File: config.mk
export PLATFORM = sky130hd
export DESIGN_NAME = mce_codec
export DESIGN_NICKNAME = d
export VERILOG_FILES = /design/src/mce_pkg.sv /design/src/mce_pair_buffer.sv /design/src/mce_codec.sv
export SDC_FILE = /design/constraint.sdc
export NUM_CORES = 1
export LEC_CHECK = 0
export BUFFER_PORTS_ARGS = -buffer_cell sky130_fd_sc_hd__buf_2
export CELL_PAD_IN_SITES_DETAIL_PLACEMENT = 1
export CELL_PAD_IN_SITES_GLOBAL_PLACEMENT = 1
export CORE_MARGIN = 3
export CORE_UTILIZATION = 46
export DETAILED_ROUTE_END_ITERATION = 8
export PLACE_DENSITY = 0.81
export SLEW_MARGIN = 15
export SYNTH_ARGS = -nofsm -noshare
export SYNTH_HDL_FRONTEND = slang
export SYNTH_SLANG_ARGS = --single-unit
File: constraint.sdc
create_clock -name ref_clk_in -period 3.4 [get_ports ref_clk_in]
set_input_delay 0.17 -clock ref_clk_in [delete_from_list [all_inputs] [get_ports ref_clk_in]]
set_output_delay 0.17 -clock ref_clk_in [all_outputs]
set_load 0.01 [all_outputs]
File: src/mce_pkg.sv
// Shared constants and types for the Manchester encoder and decoder output block
`default_nettype none
package mce_pkg;
   // Decoder recognition register and sync pattern
   localparam int           SR_LEN      = 10;
   localparam logic [5:0]   SYNC_PAT    = 6'h38;
   localparam int           HALF_A_POS  = 3;
   localparam int           HALF_B_POS  = 2;
   localparam int           TAIL_A_POS  = 1;
   localparam int           TAIL_B_POS  = 0;
   // Clock synchronizer low time, in oscillator cycles
   localparam logic [3:0]   LOW_CNT_16  = 4'h4;
   localparam logic [3:0]   LOW_CNT_32  = 4'h8;
   // Bit period divider: last count, half-bit count and start count, in oscillator cycles
   localparam logic [4:0]   OVS_16_LAST = 5'h0f;
   localparam logic [4:0]   OVS_32_LAST = 5'h1f;
   localparam logic [4:0]   HALF_16     = 5'h08;
   localparam logic [4:0]   HALF_32     = 5'h10;
   localparam logic [4:0]   DIV_START   = 5'h00;
   // Reset delays, in synchronous 2x clock rises
   localparam logic [1:0]   RST_DLY     = 2'h2;
   // Encoder preamble, sync and tail timing
   localparam logic [3:0]   ZCNT_SYNC   = 4'h8;
   localparam logic [3:0]   ZCNT_DATA   = 4'hb;
   localparam logic [2:0]   SYNC_HALVES = 3'h3;
   localparam logic [1:0]   TAIL_FIRST  = 2'h1;
   localparam logic [1:0]   TAIL_END    = 2'h3;
   // Pin synchronizer lanes
   localparam int           PIN_N       = 5;
   localparam int           PIN_MRST    = 0;
   localparam int           PIN_TXREQ   = 1;
   localparam int           PIN_NRZ     = 2;
   localparam int           PIN_SPEED   = 3;
   localparam int           PIN_REPEAT  = 4;
   localparam logic [4:0]   PIN_IDLE    = 5'h07;

   typedef enum logic [2:0] {
      MCE_IDLE = 3'b000,
      MCE_PRE  = 3'b001,
      MCE_SYNC = 3'b010,
      MCE_DATA = 3'b011,
      MCE_TAIL = 3'b100
   } mce_enc_state_t;
endpackage
`default_nettype wire

File: src/mce_pair_buffer.sv
// Two-entry valid/ready buffer for the decoded bit stream
`default_nettype none
module mce_pair_buffer #(
   parameter int DATA_W = 1
) (
   // Clock and control
   input  wire logic              ref_clk_in,
   input  wire logic              rst_n_in,
   input  wire logic              ce_in,
   // Filling side
   input  wire logic              in_valid_in,
   input  wire logic [DATA_W-1:0] in_data_in,
   output logic                   in_ready_out,
   // Draining side
   output logic                   out_valid_out,
   output logic [DATA_W-1:0]      out_data_out,
   input  wire logic              out_ready_in
);
   logic [DATA_W-1:0] slot1_r;
   logic              full1_r;
   logic              push;
   logic              pop;

   // Head always sits in the output register, so the port comes straight from a flop
   assign in_ready_out = ~full1_r;
   assign push         = in_valid_in & ~full1_r;
   assign pop          = out_valid_out & out_ready_in;

   always_ff @(posedge ref_clk_in) begin
      if (!rst_n_in) begin
         out_valid_out <= 1'b0;
         out_data_out  <= '0;
         full1_r       <= 1'b0;
         slot1_r       <= '0;
      end else if (ce_in) begin
         if (pop && full1_r) begin
            out_data_out <= slot1_r;
            full1_r      <= push;
            if (push) begin
               slot1_r <= in_data_in;
            end
         end else if (pop) begin
            out_valid_out <= push;
            if (push) begin
               out_data_out <= in_data_in;
            end
         end else if (push && !out_valid_out) begin
            out_data_out  <= in_data_in;
            out_valid_out <= 1'b1;
         end else if (push) begin
            slot1_r <= in_data_in;
            full1_r <= 1'b1;
         end
      end
   end
endmodule
`default_nettype wire

File: src/mce_codec.sv
// Manchester encoder and decoder output stage
`default_nettype none
// Overview of operation
// Present decoded bit as decoded clock rises
// Shift line data on each 2x rise
// Word start: sync pulse plus two bits
// Raise valid flag edge after recognition
// Force decoded clock high on that edge
// First data bit appears on that edge
// Later bits on alternate 2x rises
// Invalid data drops valid after three periods
// Master reset drops serial reset one later
// Master reset clears decoder outputs two later
// Divider makes free 1x and 2x clocks
// Mode picks host data or line data
// Encoder clock from 2x or 1x per mode
// Idle: outputs high, encoder clock low
// Request captured at 1x falling edge
// Preamble outputs follow 1x clock
// Zeros count eight enables sync pulse
// Count eleven ends sync, data follows
// Encoder clock is inverted 1x clock
// Encoder clock fall captures bit, rise outputs it
// Next 2x rise inverts, completing bit
// Request release: clock low, last bit
// After last bit outputs return high
// Sync: three halves each line state
// 2x sync clock from low-time counter
// Master reset idles encoder, outputs high
module mce_codec #(
   parameter int DATA_W = 1
) (
   // Clock, reset, enable
   input  wire logic              ref_clk_in,
   input  wire logic              rst_n_in,
   input  wire logic              ce_in,
   // Configuration pins
   input  wire logic              speed_32x_in,
   input  wire logic              repeater_mode_in,
   // Decoder front end
   input  wire logic              pll_data_in,
   input  wire logic              dpll_sample_in,
   input  wire logic              master_reset_n_in,
   // Decoder outputs
   output logic                   serial_nrz_out,
   output logic                   decoded_bit_clock_out,
   output logic                   valid_word_indicator_n_out,
   output logic                   serial_reset_out_n_out,
   // Decoded bit stream
   output logic                   dec_valid_out,
   output logic [DATA_W-1:0]      dec_data_out,
   input  wire logic              dec_ready_in,
   // Encoder host side
   input  wire logic              transmit_request_n_in,
   input  wire logic              nrz_serial_in,
   // Encoder line side
   output logic                   bipolar_one_out_n_out,
   output logic                   bipolar_zero_out_n_out,
   output logic                   encoder_bit_clock_out
);
   logic [mce_pkg::PIN_N-1:0]  pin_meta_r;
   logic [mce_pkg::PIN_N-1:0]  pin_sync_r;
   logic                       mrst_s;
   logic                       txreq_n_s;
   logic                       nrz_s;
   logic                       fast_s;
   logic                       repeat_s;
   logic [mce_pkg::PIN_N-1:0]  pin_raw;

   logic [3:0]                 low_cnt_r;
   logic [3:0]                 low_tgt;
   logic                       sync2x_r;
   logic                       rise2x;
   logic [1:0]                 rst_cnt_r;
   logic [mce_pkg::SR_LEN-1:0] sr_r;
   logic                       push_r;
   logic [DATA_W-1:0]          push_data_r;

   logic [4:0]                 div_r;
   logic [4:0]                 div_nxt;
   logic [4:0]                 div_last;
   logic [4:0]                 div_half;
   logic                       clk1x_nxt;
   logic                       f1;
   logic                       r2;

   mce_pkg::mce_enc_state_t    st_r;
   logic [3:0]                 zcnt_r;
   logic [2:0]                 sg_r;
   logic [1:0]                 tail_r;
   logic                       cap_r;
   logic                       have_r;

   // Word start: sync 111000 or 000111, then two bits with mid-bit edges
   function automatic logic word_start(input logic [mce_pkg::SR_LEN-1:0] sr);
      logic sync_ok;
      sync_ok = (sr[mce_pkg::SR_LEN-1:mce_pkg::HALF_A_POS+1] == mce_pkg::SYNC_PAT) ||
                (sr[mce_pkg::SR_LEN-1:mce_pkg::HALF_A_POS+1] == ~mce_pkg::SYNC_PAT);
      return sync_ok &&
             (sr[mce_pkg::HALF_A_POS] != sr[mce_pkg::HALF_B_POS]) &&
             (sr[mce_pkg::TAIL_A_POS] != sr[mce_pkg::TAIL_B_POS]);
   endfunction

   // Pin synchronizers; first stage feeds only the second
   assign pin_raw = {repeater_mode_in, speed_32x_in, nrz_serial_in,
                     transmit_request_n_in, master_reset_n_in};

   genvar gi;
   generate
      for (gi = 0; gi < mce_pkg::PIN_N; gi++) begin : g_pin
         always_ff @(posedge ref_clk_in) begin
            if (!rst_n_in) begin
               pin_meta_r[gi] <= mce_pkg::PIN_IDLE[gi];
               pin_sync_r[gi] <= mce_pkg::PIN_IDLE[gi];
            end else if (ce_in) begin
               pin_meta_r[gi] <= pin_raw[gi];
               pin_sync_r[gi] <= pin_meta_r[gi];
            end
         end
      end
   endgenerate

   assign mrst_s    = pin_sync_r[mce_pkg::PIN_MRST];
   assign txreq_n_s = pin_sync_r[mce_pkg::PIN_TXREQ];
   assign nrz_s     = pin_sync_r[mce_pkg::PIN_NRZ];
   assign fast_s    = pin_sync_r[mce_pkg::PIN_SPEED];
   assign repeat_s  = pin_sync_r[mce_pkg::PIN_REPEAT];

   // Synchronous 2x clock: low for a fixed count, high until the next sample
   assign low_tgt = fast_s ? mce_pkg::LOW_CNT_32 : mce_pkg::LOW_CNT_16;
   assign rise2x  = ~sync2x_r & ~dpll_sample_in & (low_cnt_r == low_tgt - 4'h1);

   always_ff @(posedge ref_clk_in) begin
      if (!rst_n_in) begin
         low_cnt_r <= '0;
         sync2x_r  <= 1'b0;
      end else if (ce_in) begin
         if (dpll_sample_in) begin
            low_cnt_r <= '0;
            sync2x_r  <= 1'b0;
         end else if (rise2x) begin
            sync2x_r  <= 1'b1;
         end else if (!sync2x_r) begin
            low_cnt_r <= low_cnt_r + 4'h1;
         end
      end
   end

   // Serial reset follows the synchronized master reset by one cycle
   always_ff @(posedge ref_clk_in) begin
      if (!rst_n_in) begin
         serial_reset_out_n_out <= 1'b0;
      end else if (ce_in) begin
         serial_reset_out_n_out <= mrst_s;
      end
   end

   // Counts 2x rises while master reset is held
   always_ff @(posedge ref_clk_in) begin
      if (!rst_n_in) begin
         rst_cnt_r <= '0;
      end else if (ce_in) begin
         if (mrst_s) begin
            rst_cnt_r <= '0;
         end else if (rise2x && rst_cnt_r != mce_pkg::RST_DLY) begin
            rst_cnt_r <= rst_cnt_r + 2'h1;
         end
      end
   end

   // Recognition register
   always_ff @(posedge ref_clk_in) begin
      if (!rst_n_in) begin
         sr_r <= '0;
      end else if (ce_in && rise2x) begin
         sr_r <= {sr_r[mce_pkg::SR_LEN-2:0], pll_data_in};
      end
   end

   // Decoder outputs; a bit is the inverse of its first half on the line
   always_ff @(posedge ref_clk_in) begin
      if (!rst_n_in) begin
         serial_nrz_out             <= 1'b0;
         decoded_bit_clock_out      <= 1'b0;
         valid_word_indicator_n_out <= 1'b0;
         push_r                     <= 1'b0;
         push_data_r                <= '0;
      end else if (ce_in) begin
         push_r <= 1'b0;
         if (rise2x) begin
            if (!mrst_s && rst_cnt_r >= mce_pkg::RST_DLY - 2'h1) begin
               serial_nrz_out             <= 1'b0;
               decoded_bit_clock_out      <= 1'b0;
               valid_word_indicator_n_out <= 1'b0;
            end else if (word_start(sr_r)) begin
               valid_word_indicator_n_out <= 1'b1;
               decoded_bit_clock_out      <= 1'b1;
               serial_nrz_out             <= ~sr_r[mce_pkg::HALF_A_POS];
               push_r                     <= 1'b1;
               push_data_r                <= DATA_W'(~sr_r[mce_pkg::HALF_A_POS]);
            end else begin
               decoded_bit_clock_out <= ~decoded_bit_clock_out;
               if (!decoded_bit_clock_out && valid_word_indicator_n_out) begin
                  // Pair checked three rises after its second half entered
                  if (sr_r[mce_pkg::HALF_A_POS] != sr_r[mce_pkg::HALF_B_POS]) begin
                     serial_nrz_out <= ~sr_r[mce_pkg::HALF_A_POS];
                     push_r         <= 1'b1;
                     push_data_r    <= DATA_W'(~sr_r[mce_pkg::HALF_A_POS]);
                  end else begin
                     valid_word_indicator_n_out <= 1'b0;
                  end
               end
            end
         end
      end
   end

   // Absorbs a stall by the reader; a bit pushed while both entries are full is dropped
   mce_pair_buffer #(
      .DATA_W (DATA_W)
   ) u_buf (
      .ref_clk_in    (ref_clk_in),
      .rst_n_in      (rst_n_in),
      .ce_in         (ce_in),
      .in_valid_in   (push_r),
      .in_data_in    (push_data_r),
      .in_ready_out  (),
      .out_valid_out (dec_valid_out),
      .out_data_out  (dec_data_out),
      .out_ready_in  (dec_ready_in)
   );

   // Free-running divider; edges are taken from the next count
   assign div_last  = fast_s ? mce_pkg::OVS_32_LAST : mce_pkg::OVS_16_LAST;
   assign div_half  = fast_s ? mce_pkg::HALF_32 : mce_pkg::HALF_16;
   assign div_nxt   = (div_r >= div_last) ? mce_pkg::DIV_START : div_r + 5'h01;
   assign clk1x_nxt = div_nxt < div_half;
   assign f1        = div_nxt == div_half;
   assign r2        = f1 | (div_nxt == mce_pkg::DIV_START);

   always_ff @(posedge ref_clk_in) begin
      if (!rst_n_in) begin
         div_r <= mce_pkg::DIV_START;
      end else if (ce_in) begin
         div_r <= div_nxt;
      end
   end

   // Encoder sequencer and line outputs
   always_ff @(posedge ref_clk_in) begin
      if (!rst_n_in || (ce_in && !mrst_s)) begin
         st_r                   <= mce_pkg::MCE_IDLE;
         zcnt_r                 <= '0;
         sg_r                   <= '0;
         tail_r                 <= '0;
         cap_r                  <= 1'b0;
         have_r                 <= 1'b0;
         bipolar_one_out_n_out  <= 1'b1;
         bipolar_zero_out_n_out <= 1'b1;
         encoder_bit_clock_out  <= 1'b0;
      end else if (ce_in && repeat_s) begin
         st_r <= mce_pkg::MCE_IDLE;
         if (txreq_n_s) begin
            bipolar_one_out_n_out  <= 1'b1;
            bipolar_zero_out_n_out <= 1'b1;
            encoder_bit_clock_out  <= 1'b0;
         end else begin
            encoder_bit_clock_out <= sync2x_r;
            if (rise2x) begin
               bipolar_one_out_n_out  <= pll_data_in;
               bipolar_zero_out_n_out <= ~pll_data_in;
            end
         end
      end else if (ce_in) begin
         unique case (st_r)
            mce_pkg::MCE_IDLE: begin
               bipolar_one_out_n_out  <= 1'b1;
               bipolar_zero_out_n_out <= 1'b1;
               encoder_bit_clock_out  <= 1'b0;
               zcnt_r                 <= '0;
               if (f1 && !txreq_n_s) begin
                  st_r <= mce_pkg::MCE_PRE;
               end
            end
            mce_pkg::MCE_PRE: begin
               if (f1) begin
                  zcnt_r <= zcnt_r + 4'h1;
               end
               if (r2 && zcnt_r >= mce_pkg::ZCNT_SYNC) begin
                  st_r                   <= mce_pkg::MCE_SYNC;
                  sg_r                   <= 3'h1;
                  bipolar_one_out_n_out  <= 1'b0;
                  bipolar_zero_out_n_out <= 1'b1;
               end else if (r2) begin
                  bipolar_one_out_n_out  <= clk1x_nxt;
                  bipolar_zero_out_n_out <= ~clk1x_nxt;
               end
            end
            mce_pkg::MCE_SYNC: begin
               if (f1) begin
                  zcnt_r <= zcnt_r + 4'h1;
               end
               if (r2) begin
                  sg_r                   <= sg_r + 3'h1;
                  bipolar_one_out_n_out  <= sg_r >= mce_pkg::SYNC_HALVES;
                  bipolar_zero_out_n_out <= sg_r < mce_pkg::SYNC_HALVES;
               end
               if (f1 && zcnt_r == mce_pkg::ZCNT_DATA - 4'h1) begin
                  st_r   <= mce_pkg::MCE_DATA;
                  have_r <= 1'b0;
               end
            end
            mce_pkg::MCE_DATA: begin
               if (r2) begin
                  encoder_bit_clock_out <= ~clk1x_nxt;
                  if (encoder_bit_clock_out && clk1x_nxt) begin
                     cap_r  <= nrz_s;
                     have_r <= 1'b1;
                     if (have_r) begin
                        bipolar_one_out_n_out  <= ~bipolar_one_out_n_out;
                        bipolar_zero_out_n_out <= ~bipolar_zero_out_n_out;
                     end
                  end else if (!encoder_bit_clock_out && !clk1x_nxt && have_r) begin
                     bipolar_one_out_n_out  <= ~cap_r;
                     bipolar_zero_out_n_out <= cap_r;
                  end
               end
               // Old captured bit drives the outputs while the last bit is taken
               if (f1 && txreq_n_s) begin
                  st_r                  <= mce_pkg::MCE_TAIL;
                  encoder_bit_clock_out <= 1'b0;
                  cap_r                 <= nrz_s;
                  tail_r                <= '0;
               end
            end
            mce_pkg::MCE_TAIL: begin
               encoder_bit_clock_out <= 1'b0;
               if (r2) begin
                  tail_r <= tail_r + 2'h1;
                  if (tail_r == mce_pkg::TAIL_END) begin
                     st_r                   <= mce_pkg::MCE_IDLE;
                     bipolar_one_out_n_out  <= 1'b1;
                     bipolar_zero_out_n_out <= 1'b1;
                  end else if (tail_r == mce_pkg::TAIL_FIRST) begin
                     bipolar_one_out_n_out  <= ~cap_r;
                     bipolar_zero_out_n_out <= cap_r;
                  end else begin
                     bipolar_one_out_n_out  <= ~bipolar_one_out_n_out;
                     bipolar_zero_out_n_out <= ~bipolar_zero_out_n_out;
                  end
               end
            end
            default: begin
               st_r <= mce_pkg::MCE_IDLE;
            end
         endcase
      end
   end
endmodule
`default_nettype wire

==> results.md <==
* Worst Hold Class: input port to flop
* Power Density at 419 nW/µm²
* Worst setup EP type: flop
* Vias per inst at 5.66
* Post-Synth Adder-Cell Area at 5.33%
* Initial antenna violation count at 0
* Initial Utilization at 47.8%
* Post-Synth Simple-Gate Area at 23.3%
* Root buf cell: clkbuf_8
* Synth Cell Area at 3280 µm²
* GPL Wtd Cong at 0.805
* Io pins at 20
* Diodes inserted at 0
* Largest family of logic cells by synthesized area: simple AND/OR/NAND/NOR gates
* Initial DRC count at 113
* CTS Buf Count at 9
* Core area at 6870 µm²
* # nets final at 425
* Post-Syn Area per Cell at 8.55 µm²
* Vias in the first global route at 2955
* Die H at 90.5 µm
* Post-Route WL at 8.31 mm
* P&R area growth vs syn at 11.6%
* CP Class: flop to flop
* GRT Total Usage at 21.9%
* Post-Place Setup Slack at 0.241 ns
* Final Hold Viols at 0
* FF/Latch Area at 1180 µm²
* Net Sw Frac at 25.1%
* Total grt overflow at 0
* Setup crit start kind: flop
* Post-synth ARST share at 0%
* Status: finished clean
* Post-CTS Hold Buffers at 0
* Largest net degree at the start of global routing at 30
* CTS sink cnt at 59
* Max Cap Violations at 0
* XOR/XNOR Fraction of Synth Area at 3.20%
* Drt wl/cell at 16.6 µm
* Unique masters post-synth at 66
* CTS tree: built
* Sequential Power Share at 46.3%
* Unrepaired setup endpoints after global routing: no
* Clock power frac at 47.8%
* Most frequent cells in the layout: dfxtp_1, nor2_1, nand2_1, mux2i_1, a21oi_1
* ANT nets after route at 0
* Max_slew headroom at 38.6%
* Clk pin slew, worst setup/hold paths at 0.07 ns
* Crit path time final at 3.12 ns
* Fin Setup TNS at 0 ns
* First-pass GRT wire length at 14.5 mm
* Worst-margin pin slew at 0.919 ns
* Post-DP HPWL at 5.82 mm
* Die width at 90.5 µm
* CTS Buffer Depth at 2
* DRC violations left at 0
* Dominant synthesized flop cell: dfxtp_1
* Clock insertion delay at the later pin of the skew report at 0.35 ns
* CP Max Fanout at 10
* Crit path DAT at 3.33 ns
* Reg2reg path depth at 11
* Commonest non-fill, non-tap cell in the layout: dfxtp_1
* Htree depth at 3
* DIE AREA at 8190 µm²
* Ys Warns at 0
* Worst Hold Path Cells at 3
* Period utilisation layout at 91.7%
* VDD IR max at 214 µV
* Sequential share of the synthesized area at 36.0%
* Critical Path RT at 3.62 ns
* Synth Area in Compound Gates at 19.0%
* Setup WS post-layout at 0.283 ns
* Port Buffer Count at 19
* Vias at 2837
* Final setup violation count at 0
* Multi-input combinational cell area at 1970 µm²
* Gate power share at 5.9%
* Share of layout cells above drive strength 1 at 13.3%
* Row count at 30
* EDFF count, synth at 0
* #FFs+latches synth at 59
* Resized cells post-CTS at 0
* Max Slew Vio Count at 0
* Drt pass-1 iters at 4
* Lkg Pwr at 1.46 nW
* Multiplexer share of the synthesized area at 9.30%
* Internal power at 0.00115 W
* Fmax at 321 MHz
* Net Count, Synth at 409
* Clk_skew at 0.0112 ns
* Cells after synthesis at 384
* Post-CTS setup buffers at 0
* Switch Pwr at 0.000386 W
* FILL cells at 824
* Reg2reg setup slack at 0.28 ns
[worst paths after layout]
kind	startpoint	to
worst max register to register	div_r[0]	sg_r[2]
worst min register to register	serial_reset_out_n_out	serial_reset_out_n_out
worst max-delay path	div_r[0]	sg_r[2]
worst min-delay path	master_reset_n_in	pin_meta_r[0]
[Yosys cell counts, types with 2 or more instances]
master / count / area (µm²)
nor2_1: 47 / 176
a21oi_1: 27 / 135
a32oi_1: 2 / 17.5
or3_1: 3 / 18.8
o21ai_1: 5 / 25.0
nand4_1: 3 / 18.8
a311oi_1: 3 / 26.3
a221oi_1: 3 / 26.3
nand3b_1: 5 / 37.5
o21ai_0: 14 / 70.1
nand3_1: 8 / 40.0
o22ai_1: 2 / 12.5
ha_1: 14 / 175
inv_1: 15 / 56.3
nor2b_1: 6 / 37.5
xor2_1: 6 / 52.6
o211ai_1: 3 / 22.5
a22oi_1: 2 / 15.0
o31ai_1: 3 / 22.5
a21bo_2: 2 / 20.0
buf_2: 7 / 35.0
xnor2_1: 6 / 52.6
nor2_2: 2 / 12.5
nand4b_1: 4 / 35.0
nor3_1: 10 / 50.1
and3_1: 2 / 12.5
nor4_1: 2 / 12.5
a211oi_1: 5 / 37.5
mux2i_1: 29 / 290
dfxtp_1: 59 / 1180
o21bai_1: 2 / 15.0
nand2b_1: 7 / 43.8
clkbuf_1: 6 / 22.5
and2_1: 6 / 37.5
nand2_1: 29 / 109
a211o_1: 3 / 26.3
a31oi_1: 3 / 18.8
[sequential cells by signal, indices dropped and copies added (netlist names), 2 cells and up]
| signal | flops |
|---|---|
| sr_r | 10 |
| div_r | 5 |
| pin_meta_r | 5 |
| low_cnt_r | 4 |
| zcnt_r | 4 |
| sg_r | 3 |
| st_r | 3 |
| rst_cnt_r | 2 |
| tail_r | 2 |
[logic make-up after synthesis]
kind of cell,count (synthesis)
flip-flops,59
XOR/XNOR,12
adder cells (fa/ha/maj),14
buffers and inverters,31
AND/OR/NAND/NOR,147
AO/OA/AOI/OAI,91
multiplexers,30
[layout make-up]
class	instances	share of cell area (%)
clock inverters	7	2.73
flip-flops and latches	59	32.2
clock buffers	9	3.38
repair buffers	21	3.00
inverters	15	1.54
well taps	96	3.28
multi-input cells	294	53.8
[per-stage QoR]
stage / util (%) / std cells / power (W) / hold WS (ns) / cell area [µm²]
CTS: 53.4 / 501 / 0.00156 / 0.0195 / 3660
global placement: 50.1 / 485 / 0.000814 / 0.385 / 3440
floorplan: - / 384 / 0.000787 / 0.290 / 3280
detailed placement: 50.1 / 485 / 0.000818 / 0.392 / 3440
finish: 53.4 / 501 / 0.00154 / 0.0304 / 3660
global route: 53.4 / 501 / 0.00160 / 0.0306 / 3660
[power groups by stage]
stage	Sequential, W	Combinational (W)	Clock (W)
3_3_place_gp	0.000727	0.0000871	0
2_1_floorplan	0.000726	0.0000610	0
6_report	0.000712	0.0000909	0.000734
3_5_place_dp	0.000728	0.0000902	0
5_1_grt	0.000713	0.000102	0.000788
4_1_cts	0.000712	0.0000917	0.000753
[layer usage]
metal | wire [µm] | GRT usage, % | part of all wire (%)
met1 | 3810 | 27.5 | 46
met2 | 4140 | 37.1 | 50
met3 | 214 | 4.33 | 2.6
met4 | 144 | 8.16 | 1.7
met5 | 0 | 0 | 0
[worst max-delay path: stages, from the launching register on]
cell	delay [ns]
dfxtp_1	0.37
ha_1	0.30
a21oi_1	0.22
o21ba_1	0.39
o21ai_0	0.17
ha_1	0.30
and2_0	0.30
a311oi_2	0.09
o21a_4	0.27
or3b_4	0.40
nand3_1	0.11
o41ai_2	0.07
Note: power is estimated with default switching activity, not from simulation.
